**config.mk**
```make
export PLATFORM = sky130hd
export DESIGN_NAME = lsc_readback
export DESIGN_NICKNAME = d
export VERILOG_FILES = /design/src/lsc_pkg.sv /design/src/lsc_readback.sv /design/src/lsc_cksum.sv /design/src/lsc_resp_mem.sv
export VERILOG_INCLUDE_DIRS = /design/src /design/src/src
export SDC_FILE = /design/constraint.sdc
export NUM_CORES = 1
export LEC_CHECK = 0
export BUFFER_PORTS_ARGS = -buffer_cell sky130_fd_sc_hd__buf_2
export CAP_MARGIN = 20
export CORE_ASPECT_RATIO = 0.9
export CORE_UTILIZATION = 55
export CTS_CLUSTER_SIZE = 28
export DETAILED_ROUTE_END_ITERATION = 12
export MAX_ROUTING_LAYER = met4
export PLACE_DENSITY = 0.81
export SLEW_MARGIN = 20
export SYNTH_ARGS = -nofsm -noshare
export SYNTH_HDL_FRONTEND = slang
export SYNTH_SLANG_ARGS = --single-unit
```
**constraint.sdc**
```tcl
create_clock -name aclk -period 5.95 [get_ports aclk]
set_input_delay 1.19 -clock aclk [delete_from_list [all_inputs] [get_ports aclk]]
set_output_delay 1.19 -clock aclk [all_outputs]
set_load 0.02 [all_outputs]
```
**src/lsc_consts.svh**
```systemverilog
/*
  Constants of the LIN status and modulation readback block: frame identifiers,
  frame layout, register offsets, field positions and reset values.
  Assumes inclusion by bare name from every file that needs them.
*/
`ifndef LSC_CONSTS_SVH
`define LSC_CONSTS_SVH

// ----------------------------------------------------------------------------
// frame identifiers and layout
// ----------------------------------------------------------------------------
`define LSC_REQ_ID         8'h20
`define LSC_STS_RSP_ID     8'h11
`define LSC_COL_RSP_ID     8'h92
`define LSC_FILL_BYTE      8'hFF
`define LSC_ADDR_PFX       2'h3
`define LSC_REQ_CKS_IDX    4'h2
`define LSC_STS_LAST_IDX   4'h2
`define LSC_COL_LAST_IDX   4'h8
`define LSC_UPPER_ONES     4'hF

// ----------------------------------------------------------------------------
// register map
// ----------------------------------------------------------------------------
`define LSC_OFS_CTRL       4'h0
`define LSC_OFS_EVT        4'h4
`define LSC_OFS_MASK       4'h8
`define LSC_OFS_SNAP       4'hC
`define LSC_CTRL_EN_BIT    8
`define LSC_SNAP_ARM_BIT   8
`define LSC_EVT_STS        0
`define LSC_EVT_COL        1
`define LSC_EVT_CKS        2
`define LSC_EVT_ADR        3
`define LSC_NODE_ADDR_RST  6'h00
`define LSC_RESP_EN_RST    1'h1
`define LSC_MASK_RST       4'h0
`define LSC_RESP_OKAY      2'h0
`define LSC_RESP_SLVERR    2'h2

`endif

```
**src/lsc_pkg.sv**
```systemverilog
/*
  Types of the LIN status and modulation readback block.
  Assumes nothing of its surroundings.
*/
package lsc_pkg;

  typedef enum logic [2:0] {
    LSC_ST_IDLE,
    LSC_ST_REQ,
    LSC_ST_ARMED,
    LSC_ST_LOAD,
    LSC_ST_FETCH,
    LSC_ST_SEND
  } lsc_state_t;

  typedef struct packed {
    logic        overflow;
    logic [10:0] value;
  } lsc_mod_t;

  typedef struct packed {
    lsc_mod_t [2:0] ch;
    logic [3:0]     intensity;
    logic           fade_on;
    logic           fade_slope;
    logic [5:0]     fade_time;
  } lsc_color_t;

  typedef struct packed {
    logic           thermal_shutdown_flag;
    logic           thermal_warning_flag;
    logic           retry_active;
    logic [2:0][2:0] led_channel_error_code;
  } lsc_diag_t;

endpackage

```
**src/lsc_readback.sv**
```systemverilog
/*
  LIN slave readback of short status and calibrated modulation values.
  Takes header identifiers and frame bytes from a LIN frame engine on aclk,
  returns response bytes to it, and exposes control over AXI4-Lite.
*/
// Decided for this implementation: the AXI4-Lite register port and the placing of the registers.
// Function
// - short status read never clears latched flags
// - status byte: shutdown, warning, UV, retry, LEDs, LIN
// - LIN error is OR of all errors
// - LED error set when code nonzero
// - retry bit while recovering from errors
// - undervoltage sticky, cleared only by full status
// - readback returns calibrated modulation register contents
// - same request; eight data byte answer
// - overflow at bit 3; upper ones for 1,2
// - channel 3 upper byte holds intensity
// - classic checksum over data, checked and sent
`timescale 1ns/1ps
`include "lsc_consts.svh"
module lsc_readback #(
  parameter int LIN_ERR_W = 4
) (
  // clock and reset
  input  wire logic                 aclk,
  input  wire logic                 aresetn,
  // axi4-lite slave
  input  wire logic [3:0]           awaddr,
  input  wire logic                 awvalid,
  output logic                      awready,
  input  wire logic [31:0]          wdata,
  input  wire logic [3:0]           wstrb,
  input  wire logic                 wvalid,
  output logic                      wready,
  output logic      [1:0]           bresp,
  output logic                      bvalid,
  input  wire logic                 bready,
  input  wire logic [3:0]           araddr,
  input  wire logic                 arvalid,
  output logic                      arready,
  output logic      [31:0]          rdata,
  output logic      [1:0]           rresp,
  output logic                      rvalid,
  input  wire logic                 rready,
  // lin frame engine
  input  wire logic                 hdr_valid,
  input  wire logic [7:0]           hdr_id,
  input  wire logic                 rx_valid,
  input  wire logic [7:0]           rx_byte,
  output logic                      tx_valid,
  input  wire logic                 tx_ready,
  output logic      [7:0]           tx_byte,
  output logic                      tx_last,
  // device state
  input  wire lsc_pkg::lsc_diag_t   diag,
  input  wire logic [LIN_ERR_W-1:0] lin_err_vec,
  input  wire logic                 vbb_uv_event,
  input  wire logic                 full_status_clear,
  input  wire lsc_pkg::lsc_color_t  color,
  // interrupt
  output logic                      irq
);
  // --------------------------------------------------------------------------
  // state
  // --------------------------------------------------------------------------
  lsc_pkg::lsc_state_t state_ff, nxt_state;
  logic [3:0]          idx_ff, nxt_idx;
  logic [5:0]          req_addr_ff;
  logic                req_pfx_ok_ff;
  logic                req_fill_ok_ff;
  logic                uv_ff;
  logic                cks_err_ff;
  logic [7:0]          sts_snap_ff;
  lsc_pkg::lsc_color_t col_snap_ff;
  logic                is_col_ff;
  logic                tx_last_ff;
  logic [5:0]          node_addr_ff;
  logic                resp_en_ff;
  logic [3:0]          evt_ff;
  logic [3:0]          mask_ff;
  logic                irq_ff;
  logic                bvalid_ff;
  logic [1:0]          bresp_ff;
  logic                rvalid_ff;
  logic [1:0]          rresp_ff;
  logic [31:0]         rdata_ff;

  // --------------------------------------------------------------------------
  // decode
  // --------------------------------------------------------------------------
  logic       hdr_go, hdr_req, hdr_sts, hdr_col, rsp_go;
  logic       rx_take, rx_end, rx_ok, req_match;
  logic       load_last, tx_take, tx_done;
  logic [7:0] rx_chk, tx_chk, addr_byte, data_byte, wr_byte, status_byte;
  logic [3:0] last_idx;
  logic [2:0] led_err;
  logic       lin_error;
  logic [7:0] col_pay [8];

  // a header during load is held off so a snapshot is never torn
  assign hdr_go    = hdr_valid && (state_ff != lsc_pkg::LSC_ST_LOAD);
  assign hdr_req   = hdr_go && (hdr_id == `LSC_REQ_ID);
  assign hdr_sts   = hdr_go && (state_ff == lsc_pkg::LSC_ST_ARMED) && resp_en_ff
                     && (hdr_id == `LSC_STS_RSP_ID);
  assign hdr_col   = hdr_go && (state_ff == lsc_pkg::LSC_ST_ARMED) && resp_en_ff
                     && (hdr_id == `LSC_COL_RSP_ID);
  assign rsp_go    = hdr_sts || hdr_col;
  assign rx_take   = (state_ff == lsc_pkg::LSC_ST_REQ) && rx_valid && !hdr_valid;
  assign rx_end    = rx_take && (idx_ff == `LSC_REQ_CKS_IDX);
  assign rx_ok     = (rx_byte == rx_chk);
  assign req_match = req_pfx_ok_ff && req_fill_ok_ff
                     && (req_addr_ff == node_addr_ff);
  assign last_idx  = is_col_ff ? `LSC_COL_LAST_IDX : `LSC_STS_LAST_IDX;
  assign load_last = (state_ff == lsc_pkg::LSC_ST_LOAD) && (idx_ff == last_idx);
  assign tx_take   = (state_ff == lsc_pkg::LSC_ST_SEND) && tx_ready && !hdr_valid;
  assign tx_done   = tx_take && tx_last_ff;

  // --------------------------------------------------------------------------
  // status byte and colour payload
  // --------------------------------------------------------------------------
  assign lin_error   = (|lin_err_vec) || cks_err_ff;
  assign status_byte = {diag.thermal_shutdown_flag, diag.thermal_warning_flag, uv_ff,
                        diag.retry_active, led_err, lin_error};
  assign addr_byte   = {`LSC_ADDR_PFX, node_addr_ff};
  assign col_pay[0]  = addr_byte;
  assign col_pay[7]  = {col_snap_ff.fade_on, col_snap_ff.fade_slope, col_snap_ff.fade_time};

  genvar g;
  generate
    for (g = 0; g < 3; g++) begin : g_chan
      assign led_err[g] = |diag.led_channel_error_code[g];
      assign col_pay[1 + 2*g] = col_snap_ff.ch[g].value[7:0];
      assign col_pay[2 + 2*g] = {(g == 2) ? col_snap_ff.intensity : `LSC_UPPER_ONES,
                                 col_snap_ff.ch[g].overflow,
                                 col_snap_ff.ch[g].value[10:8]};
    end
  endgenerate

  assign data_byte = is_col_ff ? col_pay[idx_ff[2:0]]
                   : ((idx_ff == 4'h0) ? addr_byte : sts_snap_ff);
  assign wr_byte   = load_last ? tx_chk : data_byte;

  // --------------------------------------------------------------------------
  // checksums and response buffer
  // --------------------------------------------------------------------------
  lsc_cksum u_rx_cks (
    .aclk    (aclk),
    .aresetn (aresetn),
    .clr     (hdr_req),
    .add     (rx_take && (idx_ff < `LSC_REQ_CKS_IDX)),
    .data    (rx_byte),
    .chk     (rx_chk)
  );

  lsc_cksum u_tx_cks (
    .aclk    (aclk),
    .aresetn (aresetn),
    .clr     (rsp_go),
    .add     ((state_ff == lsc_pkg::LSC_ST_LOAD) && !load_last),
    .data    (data_byte),
    .chk     (tx_chk)
  );

  lsc_resp_mem #(
    .WIDTH (8),
    .DEPTH (16)
  ) u_mem (
    .aclk    (aclk),
    .aresetn (aresetn),
    .wr_en   (state_ff == lsc_pkg::LSC_ST_LOAD),
    .wr_addr (idx_ff),
    .wr_data (wr_byte),
    .rd_addr (idx_ff),
    .rd_data (tx_byte)
  );

  assign tx_valid = (state_ff == lsc_pkg::LSC_ST_SEND);
  assign tx_last  = tx_last_ff;

  // --------------------------------------------------------------------------
  // sequencer
  // --------------------------------------------------------------------------
  always_comb begin
    nxt_state = state_ff;
    nxt_idx   = idx_ff;
    if (hdr_go) begin
      nxt_idx   = 4'h0;
      nxt_state = hdr_req ? lsc_pkg::LSC_ST_REQ
                : (rsp_go ? lsc_pkg::LSC_ST_LOAD : lsc_pkg::LSC_ST_IDLE);
    end else begin
      case (state_ff)
        lsc_pkg::LSC_ST_REQ: begin
          if (rx_take) begin
            nxt_idx = idx_ff + 4'h1;
          end
          if (rx_end) begin
            nxt_state = (rx_ok && req_match) ? lsc_pkg::LSC_ST_ARMED
                                             : lsc_pkg::LSC_ST_IDLE;
          end
        end
        lsc_pkg::LSC_ST_LOAD: begin
          nxt_idx = load_last ? 4'h0 : idx_ff + 4'h1;
          if (load_last) begin
            nxt_state = lsc_pkg::LSC_ST_FETCH;
          end
        end
        lsc_pkg::LSC_ST_FETCH: begin
          nxt_state = lsc_pkg::LSC_ST_SEND;
        end
        lsc_pkg::LSC_ST_SEND: begin
          if (tx_take) begin
            nxt_idx   = idx_ff + 4'h1;
            nxt_state = tx_last_ff ? lsc_pkg::LSC_ST_IDLE : lsc_pkg::LSC_ST_FETCH;
          end
        end
        default: begin
          nxt_state = state_ff;
        end
      endcase
    end
  end

  always_ff @(posedge aclk) begin
    if (!aresetn) begin
      state_ff   <= lsc_pkg::LSC_ST_IDLE;
      idx_ff     <= 4'h0;
      tx_last_ff <= 1'b0;
    end else begin
      state_ff   <= nxt_state;
      idx_ff     <= nxt_idx;
      tx_last_ff <= (state_ff == lsc_pkg::LSC_ST_FETCH) ? (idx_ff == last_idx) : tx_last_ff;
    end
  end

  always_ff @(posedge aclk) begin
    if (!aresetn) begin
      req_addr_ff    <= 6'h00;
      req_pfx_ok_ff  <= 1'b0;
      req_fill_ok_ff <= 1'b0;
    end else if (rx_take && (idx_ff == 4'h0)) begin
      req_addr_ff   <= rx_byte[5:0];
      req_pfx_ok_ff <= (rx_byte[7:6] == `LSC_ADDR_PFX);
    end else if (rx_take && (idx_ff == 4'h1)) begin
      req_fill_ok_ff <= (rx_byte == `LSC_FILL_BYTE);
    end
  end

  // serving a response only copies flags; only full_status_clear drops them
  always_ff @(posedge aclk) begin
    if (!aresetn) begin
      uv_ff       <= 1'b0;
      cks_err_ff  <= 1'b0;
      sts_snap_ff <= 8'h00;
      col_snap_ff <= '0;
      is_col_ff   <= 1'b0;
    end else begin
      uv_ff      <= vbb_uv_event || (uv_ff && !full_status_clear);
      cks_err_ff <= (rx_end && !rx_ok) || (cks_err_ff && !full_status_clear);
      if (rsp_go) begin
        sts_snap_ff <= status_byte;
        col_snap_ff <= color;
        is_col_ff   <= hdr_col;
      end
    end
  end

  // --------------------------------------------------------------------------
  // axi4-lite registers
  // --------------------------------------------------------------------------
  logic        wr_go, rd_go, wr_hit, rd_hit, rd_evt;
  logic [3:0]  evt_set;
  logic [31:0] rd_word;

  assign wr_go   = awvalid && wvalid && !bvalid_ff;
  assign rd_go   = arvalid && !rvalid_ff;
  assign awready = wr_go;
  assign wready  = wr_go;
  assign arready = rd_go;
  assign wr_hit  = (awaddr == `LSC_OFS_CTRL) || (awaddr == `LSC_OFS_MASK)
                   || (awaddr == `LSC_OFS_EVT) || (awaddr == `LSC_OFS_SNAP);
  assign rd_hit  = (araddr == `LSC_OFS_CTRL) || (araddr == `LSC_OFS_MASK)
                   || (araddr == `LSC_OFS_EVT) || (araddr == `LSC_OFS_SNAP);
  assign rd_evt  = rd_go && (araddr == `LSC_OFS_EVT);
  assign rd_word = (araddr == `LSC_OFS_CTRL) ? {23'h0, resp_en_ff, 2'h0, node_addr_ff}
                 : (araddr == `LSC_OFS_EVT)  ? {28'h0, evt_ff}
                 : (araddr == `LSC_OFS_MASK) ? {28'h0, mask_ff}
                 : (araddr == `LSC_OFS_SNAP) ? {23'h0, (state_ff == lsc_pkg::LSC_ST_ARMED),
                                                status_byte}
                 : 32'h0000_0000;

  assign evt_set[`LSC_EVT_STS] = tx_done && !is_col_ff;
  assign evt_set[`LSC_EVT_COL] = tx_done && is_col_ff;
  assign evt_set[`LSC_EVT_CKS] = rx_end && !rx_ok;
  assign evt_set[`LSC_EVT_ADR] = rx_end && rx_ok && !req_match;

  always_ff @(posedge aclk) begin
    if (!aresetn) begin
      node_addr_ff <= `LSC_NODE_ADDR_RST;
      resp_en_ff   <= `LSC_RESP_EN_RST;
      mask_ff      <= `LSC_MASK_RST;
    end else if (wr_go && (awaddr == `LSC_OFS_CTRL)) begin
      node_addr_ff <= wstrb[0] ? wdata[5:0] : node_addr_ff;
      resp_en_ff   <= wstrb[1] ? wdata[`LSC_CTRL_EN_BIT] : resp_en_ff;
    end else if (wr_go && (awaddr == `LSC_OFS_MASK) && wstrb[0]) begin
      mask_ff <= wdata[3:0];
    end
  end

  // a set in the cycle of the clearing read survives
  always_ff @(posedge aclk) begin
    if (!aresetn) begin
      evt_ff <= 4'h0;
      irq_ff <= 1'b0;
    end else begin
      evt_ff <= evt_set | (evt_ff & ~{4{rd_evt}});
      irq_ff <= |(evt_ff & mask_ff);
    end
  end

  always_ff @(posedge aclk) begin
    if (!aresetn) begin
      bvalid_ff <= 1'b0;
      bresp_ff  <= `LSC_RESP_OKAY;
      rvalid_ff <= 1'b0;
      rresp_ff  <= `LSC_RESP_OKAY;
      rdata_ff  <= 32'h0000_0000;
    end else begin
      if (wr_go) begin
        bvalid_ff <= 1'b1;
        bresp_ff  <= wr_hit ? `LSC_RESP_OKAY : `LSC_RESP_SLVERR;
      end else if (bready) begin
        bvalid_ff <= 1'b0;
      end
      if (rd_go) begin
        rvalid_ff <= 1'b1;
        rresp_ff  <= rd_hit ? `LSC_RESP_OKAY : `LSC_RESP_SLVERR;
        rdata_ff  <= rd_word;
      end else if (rready) begin
        rvalid_ff <= 1'b0;
      end
    end
  end

  assign bvalid = bvalid_ff;
  assign bresp  = bresp_ff;
  assign rvalid = rvalid_ff;
  assign rresp  = rresp_ff;
  assign rdata  = rdata_ff;
  assign irq    = irq_ff;
endmodule

```
**src/lsc_cksum.sv**
```systemverilog
/*
  Classic LIN checksum accumulator: eight-bit sum with end-around carry.
  Assumes the caller clears it before the first byte of a frame.
*/
`timescale 1ns/1ps
module lsc_cksum (
  // clock and reset
  input  wire logic       aclk,
  input  wire logic       aresetn,
  // byte stream
  input  wire logic       clr,
  input  wire logic       add,
  input  wire logic [7:0] data,
  // result
  output logic      [7:0] chk
);
  logic [7:0] sum_ff;
  logic [7:0] base;
  logic [8:0] raw;
  logic [7:0] folded;
  logic [7:0] nxt_sum;

  assign base    = clr ? 8'h00 : sum_ff;
  assign raw     = {1'b0, base} + {1'b0, data};
  assign folded  = raw[7:0] + {7'h00, raw[8]};
  assign nxt_sum = add ? folded : base;
  assign chk     = ~sum_ff;

  always_ff @(posedge aclk) begin
    if (!aresetn) begin
      sum_ff <= 8'h00;
    end else begin
      sum_ff <= nxt_sum;
    end
  end
endmodule

```
**src/lsc_resp_mem.sv**
```systemverilog
/*
  Small response buffer: one write port, one read port with registered data.
  Assumes one clock; read data follows the address by one edge.
*/
`timescale 1ns/1ps
module lsc_resp_mem #(
  parameter int WIDTH = 8,
  parameter int DEPTH = 16,
  parameter int AW    = $clog2(DEPTH)
) (
  // clock and reset
  input  wire logic             aclk,
  input  wire logic             aresetn,
  // write port
  input  wire logic             wr_en,
  input  wire logic [AW-1:0]    wr_addr,
  input  wire logic [WIDTH-1:0] wr_data,
  // read port
  input  wire logic [AW-1:0]    rd_addr,
  output logic      [WIDTH-1:0] rd_data
);
  logic [WIDTH-1:0] mem [DEPTH];

  always_ff @(posedge aclk) begin
    if (wr_en) begin
      mem[wr_addr] <= wr_data;
    end
  end

  always_ff @(posedge aclk) begin
    if (!aresetn) begin
      rd_data <= '0;
    end else begin
      rd_data <= mem[rd_addr];
    end
  end
endmodule

```
==> results.toml, run 1 <==
[yosys]
yosysTopAreaCellShare_pct = 32.1
synth_xor_xnor_area_share_pct = 2.34
yosys.area.top_type = "edfxtp_1"
synth_seq_cells = 256
yosys-top-cells-area = "edfxtp_1 (32%), dfxtp_1 (21%), mux4_2 (9.8%)"
synth_seq_area_share_pct = 53.5
yosys_warnings = 0
synth_top_family_by_area = "simple AND/OR/NAND/NOR gates"
synth_edf_count = 128
synthFlopType = "edfxtp_1"
synthTopCellsByCount = "nand2_1 (153), dfxtp_1 (128), edfxtp_1 (128)"
synth.distinct_cells = 69
synthAdderAreaFrac_pct = 2.84
synth_compound_area_share_pct = 9.44
syn_area_per_cell_um2 = 11.4
synth_area_mm2 = 0.0120
syn_inst = 1049
async_reset_ff_share_pct = 0
yosysMostFrequentCell = "nand2_1"
synth.area.mux_share_pct = 13.2
synth-simple-area-share_pct = 14.1

[finish]
num-nets-final = 1329
drive_gt1_share_pct = 22.9
stdcell_count = 1474
area_growth_pct = 13.4

[drt]
viasPerCell = 5.85
wl_um = 28300
drt_iter0_markers = 949
vias = 8620
drc_errors = 0
drtPass1Iterations = 5
routedWlPerCell_um = 19.2
met2_length_um = 13400
drtAntennaViolNets = 0
dr_wl_met3_um = 2250
wl_met1_um = 12000
topRoutingLayerUsed = "met4"

[floorplanning]
start_util_pct = 56.8
core_mm2 = 0.0211
rows = 50
io_pins = 188
die-area_mm2 = 0.0224
die_h_um = 142
die_width_um = 158

[critical_path]
cp-start-kind = "flop"
cp_data_arrival_time_ps = 5220
worstRegToRegCells = 19
reg2reg_slack_ps = 1160
required_ps = 6390
reg2reg_to = "u_tx_cks.sum_ff[6]"
crit-reg2reg-launch = "idx_ff[0]"
critical_path.max_fanout = 9
path_class = "reg2reg"
worst_setup_path_end_kind = "flop"

[clock_network]
clkTransAtPathRegs_ps = 60
clockRootBuffer = "clkbuf_16"
cts.repair.resized = 0
postCtsSetupRepairBufs = 0
clock_sinks = 256
htree_levels = 1
clk_path_buf_depth = 3
holdBufCountCts = 0
clk_latency_ps = 530
cts_tree = "done"
cts_buffers = 26

[hold_path]
hold_path_class = "reg2reg"
hp-start = "col_pay[23]"
hold_path_end = "col_pay[23]"
hold-path-cell-count = 2

[placement]
io_buffers = 135
dp.cells = 1425
dp_hpwl_um = 19100
gp_congestion = 0.876

[power]
ir_drop_mv = 0.159
total_leakage_power_nw = 5.26
powerDensity_mw_per_mm2 = 262

[sta]
maxSlewViolCount = 0
fin_crit_ps = 4790
setup_viol = 0
hold_viol_final = 0
worst_pin_slew_ps = 1020
rsz0062_at_grt = "false"
timing.final.crit_share_pct = 80.4
tns_ps = 0
fmax_mhz = 209
relSlewSlack_pct = 32.3
skew_ps = 14.7

[global_route]
antenna_found_initial = 0
grt_pass1_wl_um = 43100
grt.total_usage_pct = 25.9
grt_pass1_vias = 8125
grt_overflow = 0
grt_max_degree = 83

[flow_run]
max_cap_viol_count = 0

[run_status]
status = "finished, final reports clean"
cells by family after synthesis:
kind of cell,count (synthesis)
multiplexers,91
XOR/XNOR,32
AND/OR/NAND/NOR,364
AO/OA/AOI/OAI,179
buffers and inverters,100
flip-flops,256
adder cells (fa/ha/maj),26
other,1
final cells by class:
type,instances,area [um^2]
Antenna cell,1,2.50
Clock buffer,32,714
Clock inverter,16,116
Fill cell,1628,7500
Inverter,18,71.3
Multi-Input combinational cell,717,5140
Sequential cell,256,6410
Tap cell,286,358
Timing Repair Buffer,148,773
per-layer routing:
metal	vias up	global-route usage (%)
met2	410	40.1
met3	61	3.41
met1	4147	36.1
met4	0	7.00
met5	-	-
li1	4002	-
cell usage in the layout, fill, tap and decap left out, types with 6 or more instances in the layout:
cell / Yosys / routed
nand2b_1: 8 / 8
nand3b_1: 6 / 6
a21oi_1: 82 / 82
and3_1: 6 / 6
o21ai_0: 15 / 15
conb_1: 1 / 25
nand4_1: 9 / 9
a21o_1: 7 / 7
buf_4: 29 / 13
xnor2_1: 11 / 11
a22oi_1: 13 / 13
dfxtp_1: 128 / 126
buf_2: 15 / 135
edfxtp_1: 128 / 128
nor3_1: 13 / 13
nand3_1: 9 / 9
o21a_1: 6 / 6
mux2_2: 6 / 6
nor2_1: 97 / 97
xor2_1: 21 / 21
a211oi_1: 10 / 10
nand2_1: 153 / 152
and2_1: 27 / 26
mux4_2: 52 / 52
clkbuf_16: 0 / 27
inv_1: 16 / 15
mux2i_1: 28 / 28
ha_1: 24 / 24
worst max-delay path by stage:
stage,cells past startpoint,endpoint,start,slack (ps)
after detailed placement,18,u_tx_cks.sum_ff[6],hdr_valid,840
after global routing,19,u_tx_cks.sum_ff[6],idx_ff[0],900
after floorplan,17,u_tx_cks.sum_ff[6],hdr_id[3],1620
after CTS,19,u_tx_cks.sum_ff[6],idx_ff[0],1250
after global placement,18,u_tx_cks.sum_ff[6],hdr_valid,900
final,19,u_tx_cks.sum_ff[6],idx_ff[0],1160
where the power goes:
part	total [W]	switching (W)	leakage [nW]	internal (W)
sequential	0.00184	0.00000433	2.38	0.00184
clock	0.00158	0.000681	0.392	0.000898
combinational	0.000134	0.0000833	2.49	0.0000510
total	0.00356	0.000769	5.26	0.00279
stage by stage:
stage / setup WS [ps] / hold slack, ps / total power, W / instance area [um^2] / util (%)
after global routing: 898 / 466 / 0.00365 / 13600 / 64.4
after detailed placement: 843 / 441 / 0.00202 / 12700 / 60.4
final: 1160 / 448 / 0.00356 / 13600 / 64.4
after CTS: 1250 / 449 / 0.00357 / 13600 / 64.3
after floorplan: 1620 / 428 / 0.00197 / 12100 / -
after global placement: 904 / 436 / 0.00201 / 12700 / 60.4
worst max-delay path, cell delays in order (launching register included):
cell      delay [ps]
dfxtp_2          320
inv_1            230
ha_1             340
or3b_1           560
mux2_1           300
nor2_1            40
a21oi_1          260
ha_1             280
fa_1             320
a211oi_2         120
o21ai_1          210
a21o_1           150
a21o_1           150
ha_1             140
nand2_1           90
a211o_1          280
nor4_2           380
nand2_1          120
xor2_1           180
a211oi_2         230
sequential cells by signal, indices dropped and copies added (netlist names), 3 cells and up:
name	cells
col_pay	48
evt_ff	4
idx_ff	4
mask_ff	4
node_addr_ff	6
rdata	9
req_addr_ff	6
state_ff	3
sts_snap_ff	8
u_mem.mem	128
u_mem.rd_data	8
u_rx_cks.sum_ff	8
u_tx_cks.sum_ff	8
(Power assumes the default switching activity.)
==> inputs of run 2 (changes only) <==
--- a/config.mk
+++ b/config.mk
@@ -6,14 +6,15 @@
 export SDC_FILE = /design/constraint.sdc
 export NUM_CORES = 1
 export LEC_CHECK = 0
+export ABC_AREA = 1
 export BUFFER_PORTS_ARGS = -buffer_cell sky130_fd_sc_hd__buf_2
 export CAP_MARGIN = 20
 export CORE_ASPECT_RATIO = 0.9
-export CORE_UTILIZATION = 55
+export CORE_UTILIZATION = 52
 export CTS_CLUSTER_SIZE = 28
 export DETAILED_ROUTE_END_ITERATION = 12
 export MAX_ROUTING_LAYER = met4
-export PLACE_DENSITY = 0.81
+export PLACE_DENSITY = 0.8
 export SLEW_MARGIN = 20
 export SYNTH_ARGS = -nofsm -noshare
 export SYNTH_HDL_FRONTEND = slang
==> constraint.sdc (replaced) <==
create_clock -name aclk -period 4.2 [get_ports aclk]
set_input_delay 0.84 -clock aclk [delete_from_list [all_inputs] [get_ports aclk]]
set_output_delay 0.84 -clock aclk [all_outputs]
set_load 0.02 [all_outputs]
==> run 2 against run 1 <==
Count of clock-buffer cells in the layout is 9 higher. Combinational power is 69% higher. Non-clock buffer count is 19 higher. Worst hold slack worse by 6.1 ps. Final area is 2.7% higher. Setup slack worse by 730 ps. Maximum frequency is 27% higher. Synthesized cell count is 38% higher. Sequential power is 42% higher. Via count is 20% higher. Critical endpoint unchanged. Largest cell class unchanged. Largest power group unchanged. Highest routed layer unchanged.
==> results.toml, run 2 <==
[critical_path]
path_depth = 22
critical_path.max_fanout = 14
cp_data_arrival_time_ps = 4190
path_class = "reg2reg"
reg2reg_to = "u_tx_cks.sum_ff[6]"
cp_top_family = "simple AND/OR/NAND/NOR gates"
required_ps = 4620
worstPathBufferInverterCount = 3
slowest_stage = "dfxtp_1"
critical_path.max_stage_delay_ps = 730
crit-reg2reg-launch = "idx_ff[2]"
cp-start-kind = "flop"
critical_path.startpoint = "idx_ff[2]"
path_cells = "nor2_2 -> nand2_2 -> inv_1 -> o21ai_0 -> o21ai_0 -> ha_1 -> nand2_1 -> inv_1 -> nand3_1 -> nand3_1 -> a21oi_1 -> o21bai_2 -> ha_1 -> nand2_1 -> nor2_1 -> nand2_1 -> nor2_1 -> nand2_1 -> nand2_1 -> nand3_1 -> nand2_1 -> inv_1"
cp-endpoint = "u_tx_cks.sum_ff[6]"
reg2reg_slack_ps = 440
worstRegToRegCells = 22
cpMostUsedCell = "nand2_1"
worst_setup_path_end_kind = "flop"

[yosys]
synthTopCellsByCount = "nand2_1 (203), inv_1 (164), o21ai_0 (160)"
synthFlopType = "edfxtp_1"
synth_edf_count = 128
yosys_warnings = 0
syn_inst = 1448
yosysMostFrequentCell = "nand2_1"
yosysTopAreaCellShare_pct = 31.2
syn_area_per_cell_um2 = 8.52
yosys-top-cells-area = "edfxtp_1 (31%), dfxtp_1 (21%), o21ai_0 (6.5%)"
synth_seq_area_share_pct = 52.0
synth.distinct_cells = 47
synth_area_mm2 = 0.0123
synth_seq_cells = 256
async_reset_ff_share_pct = 0
yosys.area.top_type = "edfxtp_1"

[clock_network]
clock_sinks = 256
cts_buffers = 26
clockRootBuffer = "clkbuf_16"
cts_tree = "done"
clk_path_buf_depth = 3
clk_latency_ps = 530
clkTransAtPathRegs_ps = 60
htree_levels = 1

[power]
total_leakage_power_nw = 5.75
ir_drop_mv = 0.300
power_w = 0.00507
powerDensity_mw_per_mm2 = 364

[sta]
hold_viol_final = 0
skew_ps = 9.73
worst_pin_slew_ps = 852
fmax_mhz = 266
setup_viol = 0
timing.final.crit_share_pct = 89.6
rsz0062_at_grt = "false"
relSlewSlack_pct = 43.0
fin_crit_ps = 3760
tns_ps = 0
maxSlewViolCount = 0

[drt]
routedWlPerCell_um = 16.0
drc_errors = 0
vias = 10373
viasPerCell = 5.48
drtAntennaViolNets = 0
drtPass1Iterations = 6
wl_um = 30300
drt_iter0_markers = 1039

[floorplanning]
core_mm2 = 0.0233
die-area_mm2 = 0.0243
die_h_um = 148
start_util_pct = 52.8
io_pins = 188
die_width_um = 164
rows = 53

[finish]
largest_register_ffs = 128
drive_gt1_share_pct = 14.5
nFillCells = 1968
layout_commonest_cell = "nand2_1"
top_register = "u_mem.mem"
final_cell_mix = "nand2_1 (203), inv_1 (164), o21ai_0 (160)"
area_growth_pct = 13.2
num-nets-final = 1734

[hold_path]
hold_path_class = "reg2reg"

[global_route]
grt.total_usage_pct = 25.2
antenna_found_initial = 1
grt_max_degree = 85
grt_pass1_vias = 9224
grt_overflow = 0
grt_pass1_wl_um = 47100

[run_status]
status = "finished, final reports clean"

[placement]
io_buffers = 135
dp_hpwl_um = 20900
gp_congestion = 0.883

[flow_run]
max_cap_viol_count = 0
## run 2: cell type report
class | count | area [um^2] | area share, %
multi-input cells | 950 | 4780 | 34.3
clock inverters | 5 | 50.0 | 0.359
clock buffers | 41 | 768 | 5.51
inverters | 171 | 642 | 4.60
repair buffers | 167 | 920 | 6.59
diodes | 1 | 2.50 | 0.0179
flip-flops and latches | 256 | 6410 | 45.9
well taps | 302 | 378 | 2.71
## run 2: worst min-delay path: cells and delay by family (launching register included)
family / cells / cell delay (ps)
AOI/OAI and AO/OA: 1 / 50
DFF: 1 / 300
buffers and inverters: 1 / 40
## run 2: worst min path at each step
stage                     start          end  slack [ps]  cells after the start
floorplan           col_pay[26]  col_pay[26]         420                      2
CTS                 col_pay[22]  col_pay[22]         440                      2
detailed placement  col_pay[22]  col_pay[22]         430                      2
finish              col_pay[22]  col_pay[22]         440                      2
global route         col_pay[1]   col_pay[1]         460                      2
global placement    col_pay[26]  col_pay[26]         430                      2
## run 2: what timing repair did
action	4_1_cts	5_1_grt
setup endpoints to repair	0	1
resized for setup	0	2
buffers inserted	0	0
hold buffers	0	0
## run 2: routing by layer
metal  vias to the layer above  share of wire (%)  global-route usage [%]
li1                       5131                  -                       -
met1                      4814                 44                    34.4
met2                       384                 47                    38.9
met3                        44                7.7                    4.52
met4                         0                1.8                    6.53
met5                         -                  0                       -
## run 2: report_power, final
part,switching (W),internal (W),total (W)
Combinational,0.000145,0.0000820,0.000227
Clock,0.000920,0.00131,0.00223
Sequential,0.00000683,0.00261,0.00262
Total,0.00107,0.00400,0.00507
## run 2: per-stage QoR
stage          area, um^2  hold slack [ps]  worst slack, ps  util, %  cells
2_1_floorplan       12400              420              463        -   1472
5_1_grt             14000              460              104     59.8   1893
4_1_cts             13900              442              399     59.7   1892
3_3_place_gp        13100              431              118     56.2   1846
3_5_place_dp        13100              434             76.6     56.2   1846
6_report            14000              442              436     59.8   1893
## run 2: kinds of logic after synthesis
| family | count (synthesis) | share of synthesized area [%] |
|---|---|---|
| simple gates | 473 | 16.2 |
| flops | 256 | 52.0 |
| fa+ha+maj | 26 | 2.76 |
| buf+inv | 266 | 10.0 |
| xor+xnor | 13 | 0.923 |
| other cells | 1 | 0.0304 |
| compound gates | 413 | 18.2 |
==> inputs of run 3 (changes only) <==
--- a/config.mk
+++ b/config.mk
@@ -9,12 +9,12 @@
 export ABC_AREA = 1
 export BUFFER_PORTS_ARGS = -buffer_cell sky130_fd_sc_hd__buf_2
 export CAP_MARGIN = 20
-export CORE_ASPECT_RATIO = 0.9
-export CORE_UTILIZATION = 52
+export CORE_ASPECT_RATIO = 0.8
+export CORE_UTILIZATION = 30
 export CTS_CLUSTER_SIZE = 28
 export DETAILED_ROUTE_END_ITERATION = 12
 export MAX_ROUTING_LAYER = met4
-export PLACE_DENSITY = 0.8
+export PLACE_DENSITY = 0.52
 export SLEW_MARGIN = 20
 export SYNTH_ARGS = -nofsm -noshare
 export SYNTH_HDL_FRONTEND = slang
==> run 3 against run 2 <==
Clock skew up 12 ps. Sequential power about the same. Worst hold slack improved by 2.4 ps. Critical endpoint is now u_tx_cks.sum_ff[7]. Non-clock buffer count rose by 3. Maximum frequency shrank 0.54%.
==> results.toml, run 3 (synthesized netlist as in run 2, its figures left out) <==
[power]
total_leakage_power_nw = 5.79
p_switching_w = 0.00118
p_seq_share_pct = 49.3
internal_power_w = 0.00413
pwr-share-clk_pct = 46.2
powerDensity_mw_per_mm2 = 370
ir_drop_mv = 0.259
power_frac_comb_pct = 4.4
switching_share_pct = 22.2

[critical_path]
reg2reg_to = "u_tx_cks.sum_ff[7]"
critical_path.max_fanout = 14
worst_setup_path_end_kind = "flop"
worstPathBufferInverterCount = 3
required_ps = 4660
crit-reg2reg-launch = "idx_ff[2]"
reg2reg_slack_ps = 420
path_cells = "inv_2 -> a21oi_1 -> o211ai_1 -> o211ai_1 -> o21ai_0 -> ha_1 -> nand2_1 -> inv_1 -> nand3_1 -> nand3_1 -> a21oi_1 -> o21bai_1 -> ha_1 -> nand2_1 -> nor2_1 -> nand3_1 -> nor2_1 -> nand3_1 -> nand2_1 -> nand3_1 -> nand2_1 -> inv_1"
cp-start-kind = "flop"
path_depth = 22
slowest_stage = "dfxtp_1"
path_class = "reg2reg"
cp_data_arrival_time_ps = 4240
worstRegToRegCells = 22
cp_top_family = "simple AND/OR/NAND/NOR gates"
cpMostUsedCell = "nand3_1"
critical_path.max_stage_delay_ps = 720

[placement]
io_buffers = 135
dp_hpwl_um = 23400
gp_congestion = 0.871
place_area_mm2 = 0.0135

[drt]
drtPass1Iterations = 5
viasPerCell = 4.72
routedWlPerCell_um = 15.8
wl_um = 33900
drt_iter0_markers = 687
drtAntennaViolNets = 0
drc_errors = 0
vias = 10118

[floorplanning]
rows = 66
io_pins = 188
core_mm2 = 0.0405
die_h_um = 183
die-area_mm2 = 0.0419
start_util_pct = 30.4
die_width_um = 229

[finish]
antennaDiodeCount = 0
drive_gt1_share_pct = 14.9
final_cell_mix = "nand2_1 (203), inv_1 (164), o21ai_0 (158)"
largest_register_ffs = 128
num-nets-final = 1739
final_area_mm2 = 0.0144
area_growth_pct = 16.5
layout_commonest_cell = "nand2_1"
top_register = "u_mem.mem"

[clock_network]
clock_sinks = 256
cts_buffers = 28
clockRootBuffer = "clkbuf_16"
postCtsSetupRepairBufs = 0
cts.repair.resized = 0
clk_latency_ps = 560
clkTransAtPathRegs_ps = 60
holdBufCountCts = 0
cts_tree = "done"
htree_levels = 1
clk_path_buf_depth = 3

[sta]
relSlewSlack_pct = 42.2
worst_pin_slew_ps = 864
skew_ps = 21.4
tns_ps = 0
fin_crit_ps = 3780
hold_viol_final = 0
maxSlewViolCount = 0
timing.final.crit_share_pct = 90.1
rsz0062_at_grt = "false"
fmax_mhz = 264
setup_viol = 0

[global_route]
grt_overflow = 0
grt_max_degree = 85
antenna_found_initial = 1
grt_pass1_wl_um = 52000
grt_pass1_vias = 9074
grt.total_usage_pct = 16.1

[flow_run]
max_cap_viol_count = 0

[hold_path]
hp-start = "col_pay[40]"
hold-path-cell-count = 2
hold_path_end = "col_pay[40]"
hold_path_class = "reg2reg"

[run_status]
status = "finished, final reports clean"
## run 3: cell count changes in the layout (fill, tap and decap cells not counted), sizes merged
cell,change
clkinv,+5
buf,+3
diode,-1
bufinv,+1
clkinvlp,+3
clkbuf,-2
inv,-1
## run 3: worst register-to-register path, cell delays in order (launching register included)
cell and delay, ps:
dfxtp_1 720, inv_2 210, a21oi_1 190, o211ai_1 130, o211ai_1 100, o21ai_0 240
ha_1 450, nand2_1 70, inv_1 70, nand3_1 90, nand3_1 110, a21oi_1 80
o21bai_1 180, ha_1 220, nand2_1 60, nor2_1 200, nand3_1 150, nor2_1 120
nand3_1 80, nand2_1 70, nand3_1 60, nand2_1 60, inv_1 40
## run 3: worst max-delay path by stage
stage / startpoint / end / slack, ps
after CTS: idx_ff[2] / u_tx_cks.sum_ff[7] / 470
after floorplan: hdr_id[3] / u_tx_cks.sum_ff[4] / 460
after detailed placement: hdr_id[3] / u_tx_cks.sum_ff[4] / 70
after global routing: idx_ff[2] / u_tx_cks.sum_ff[7] / 80
after global placement: hdr_id[3] / u_rx_cks.sum_ff[7] / 110
final: idx_ff[2] / u_tx_cks.sum_ff[7] / 420
## run 3: routing by layer
metal	global-route usage [%]	share of wire [%]	vias up
li1	-	-	5139
met1	23.5	50	4687
met2	23.5	43	236
met3	1.93	4.5	56
met4	3.92	2.0	0
met5	-	0	-
## run 3: power by group through the flow
stage                     Clock [W]  Sequential [W]  Combinational (W)
after floorplan                   0         0.00269           0.000131
after global placement            0         0.00267           0.000234
after detailed placement          0         0.00267           0.000234
after CTS                   0.00251         0.00262           0.000235
after global routing        0.00260         0.00262           0.000259
final                       0.00246         0.00262           0.000235
## run 3: final cells by class
class                      count  area [um^2]
clock buffer                  39          793
timing repair buffer         170          938
clock inverter                13          121
inverter                     171          643
tap                          544          681
fill                        4183        26200
sequential                   256         6410
multi-input combinational    950         4780
## run 3: metrics by stage
stage                     power [W]  utilization [%]  std cells  worst slack, ps  hold WS (ps)
after floorplan             0.00282                -       1472              463           420
after global placement      0.00291             33.2       2091              109           430
after detailed placement    0.00291             33.2       2091             69.0           438
after CTS                   0.00537             35.4       2143              469           446
after global routing        0.00548             35.4       2143             75.2           461
final                       0.00531             35.4       2143              415           444
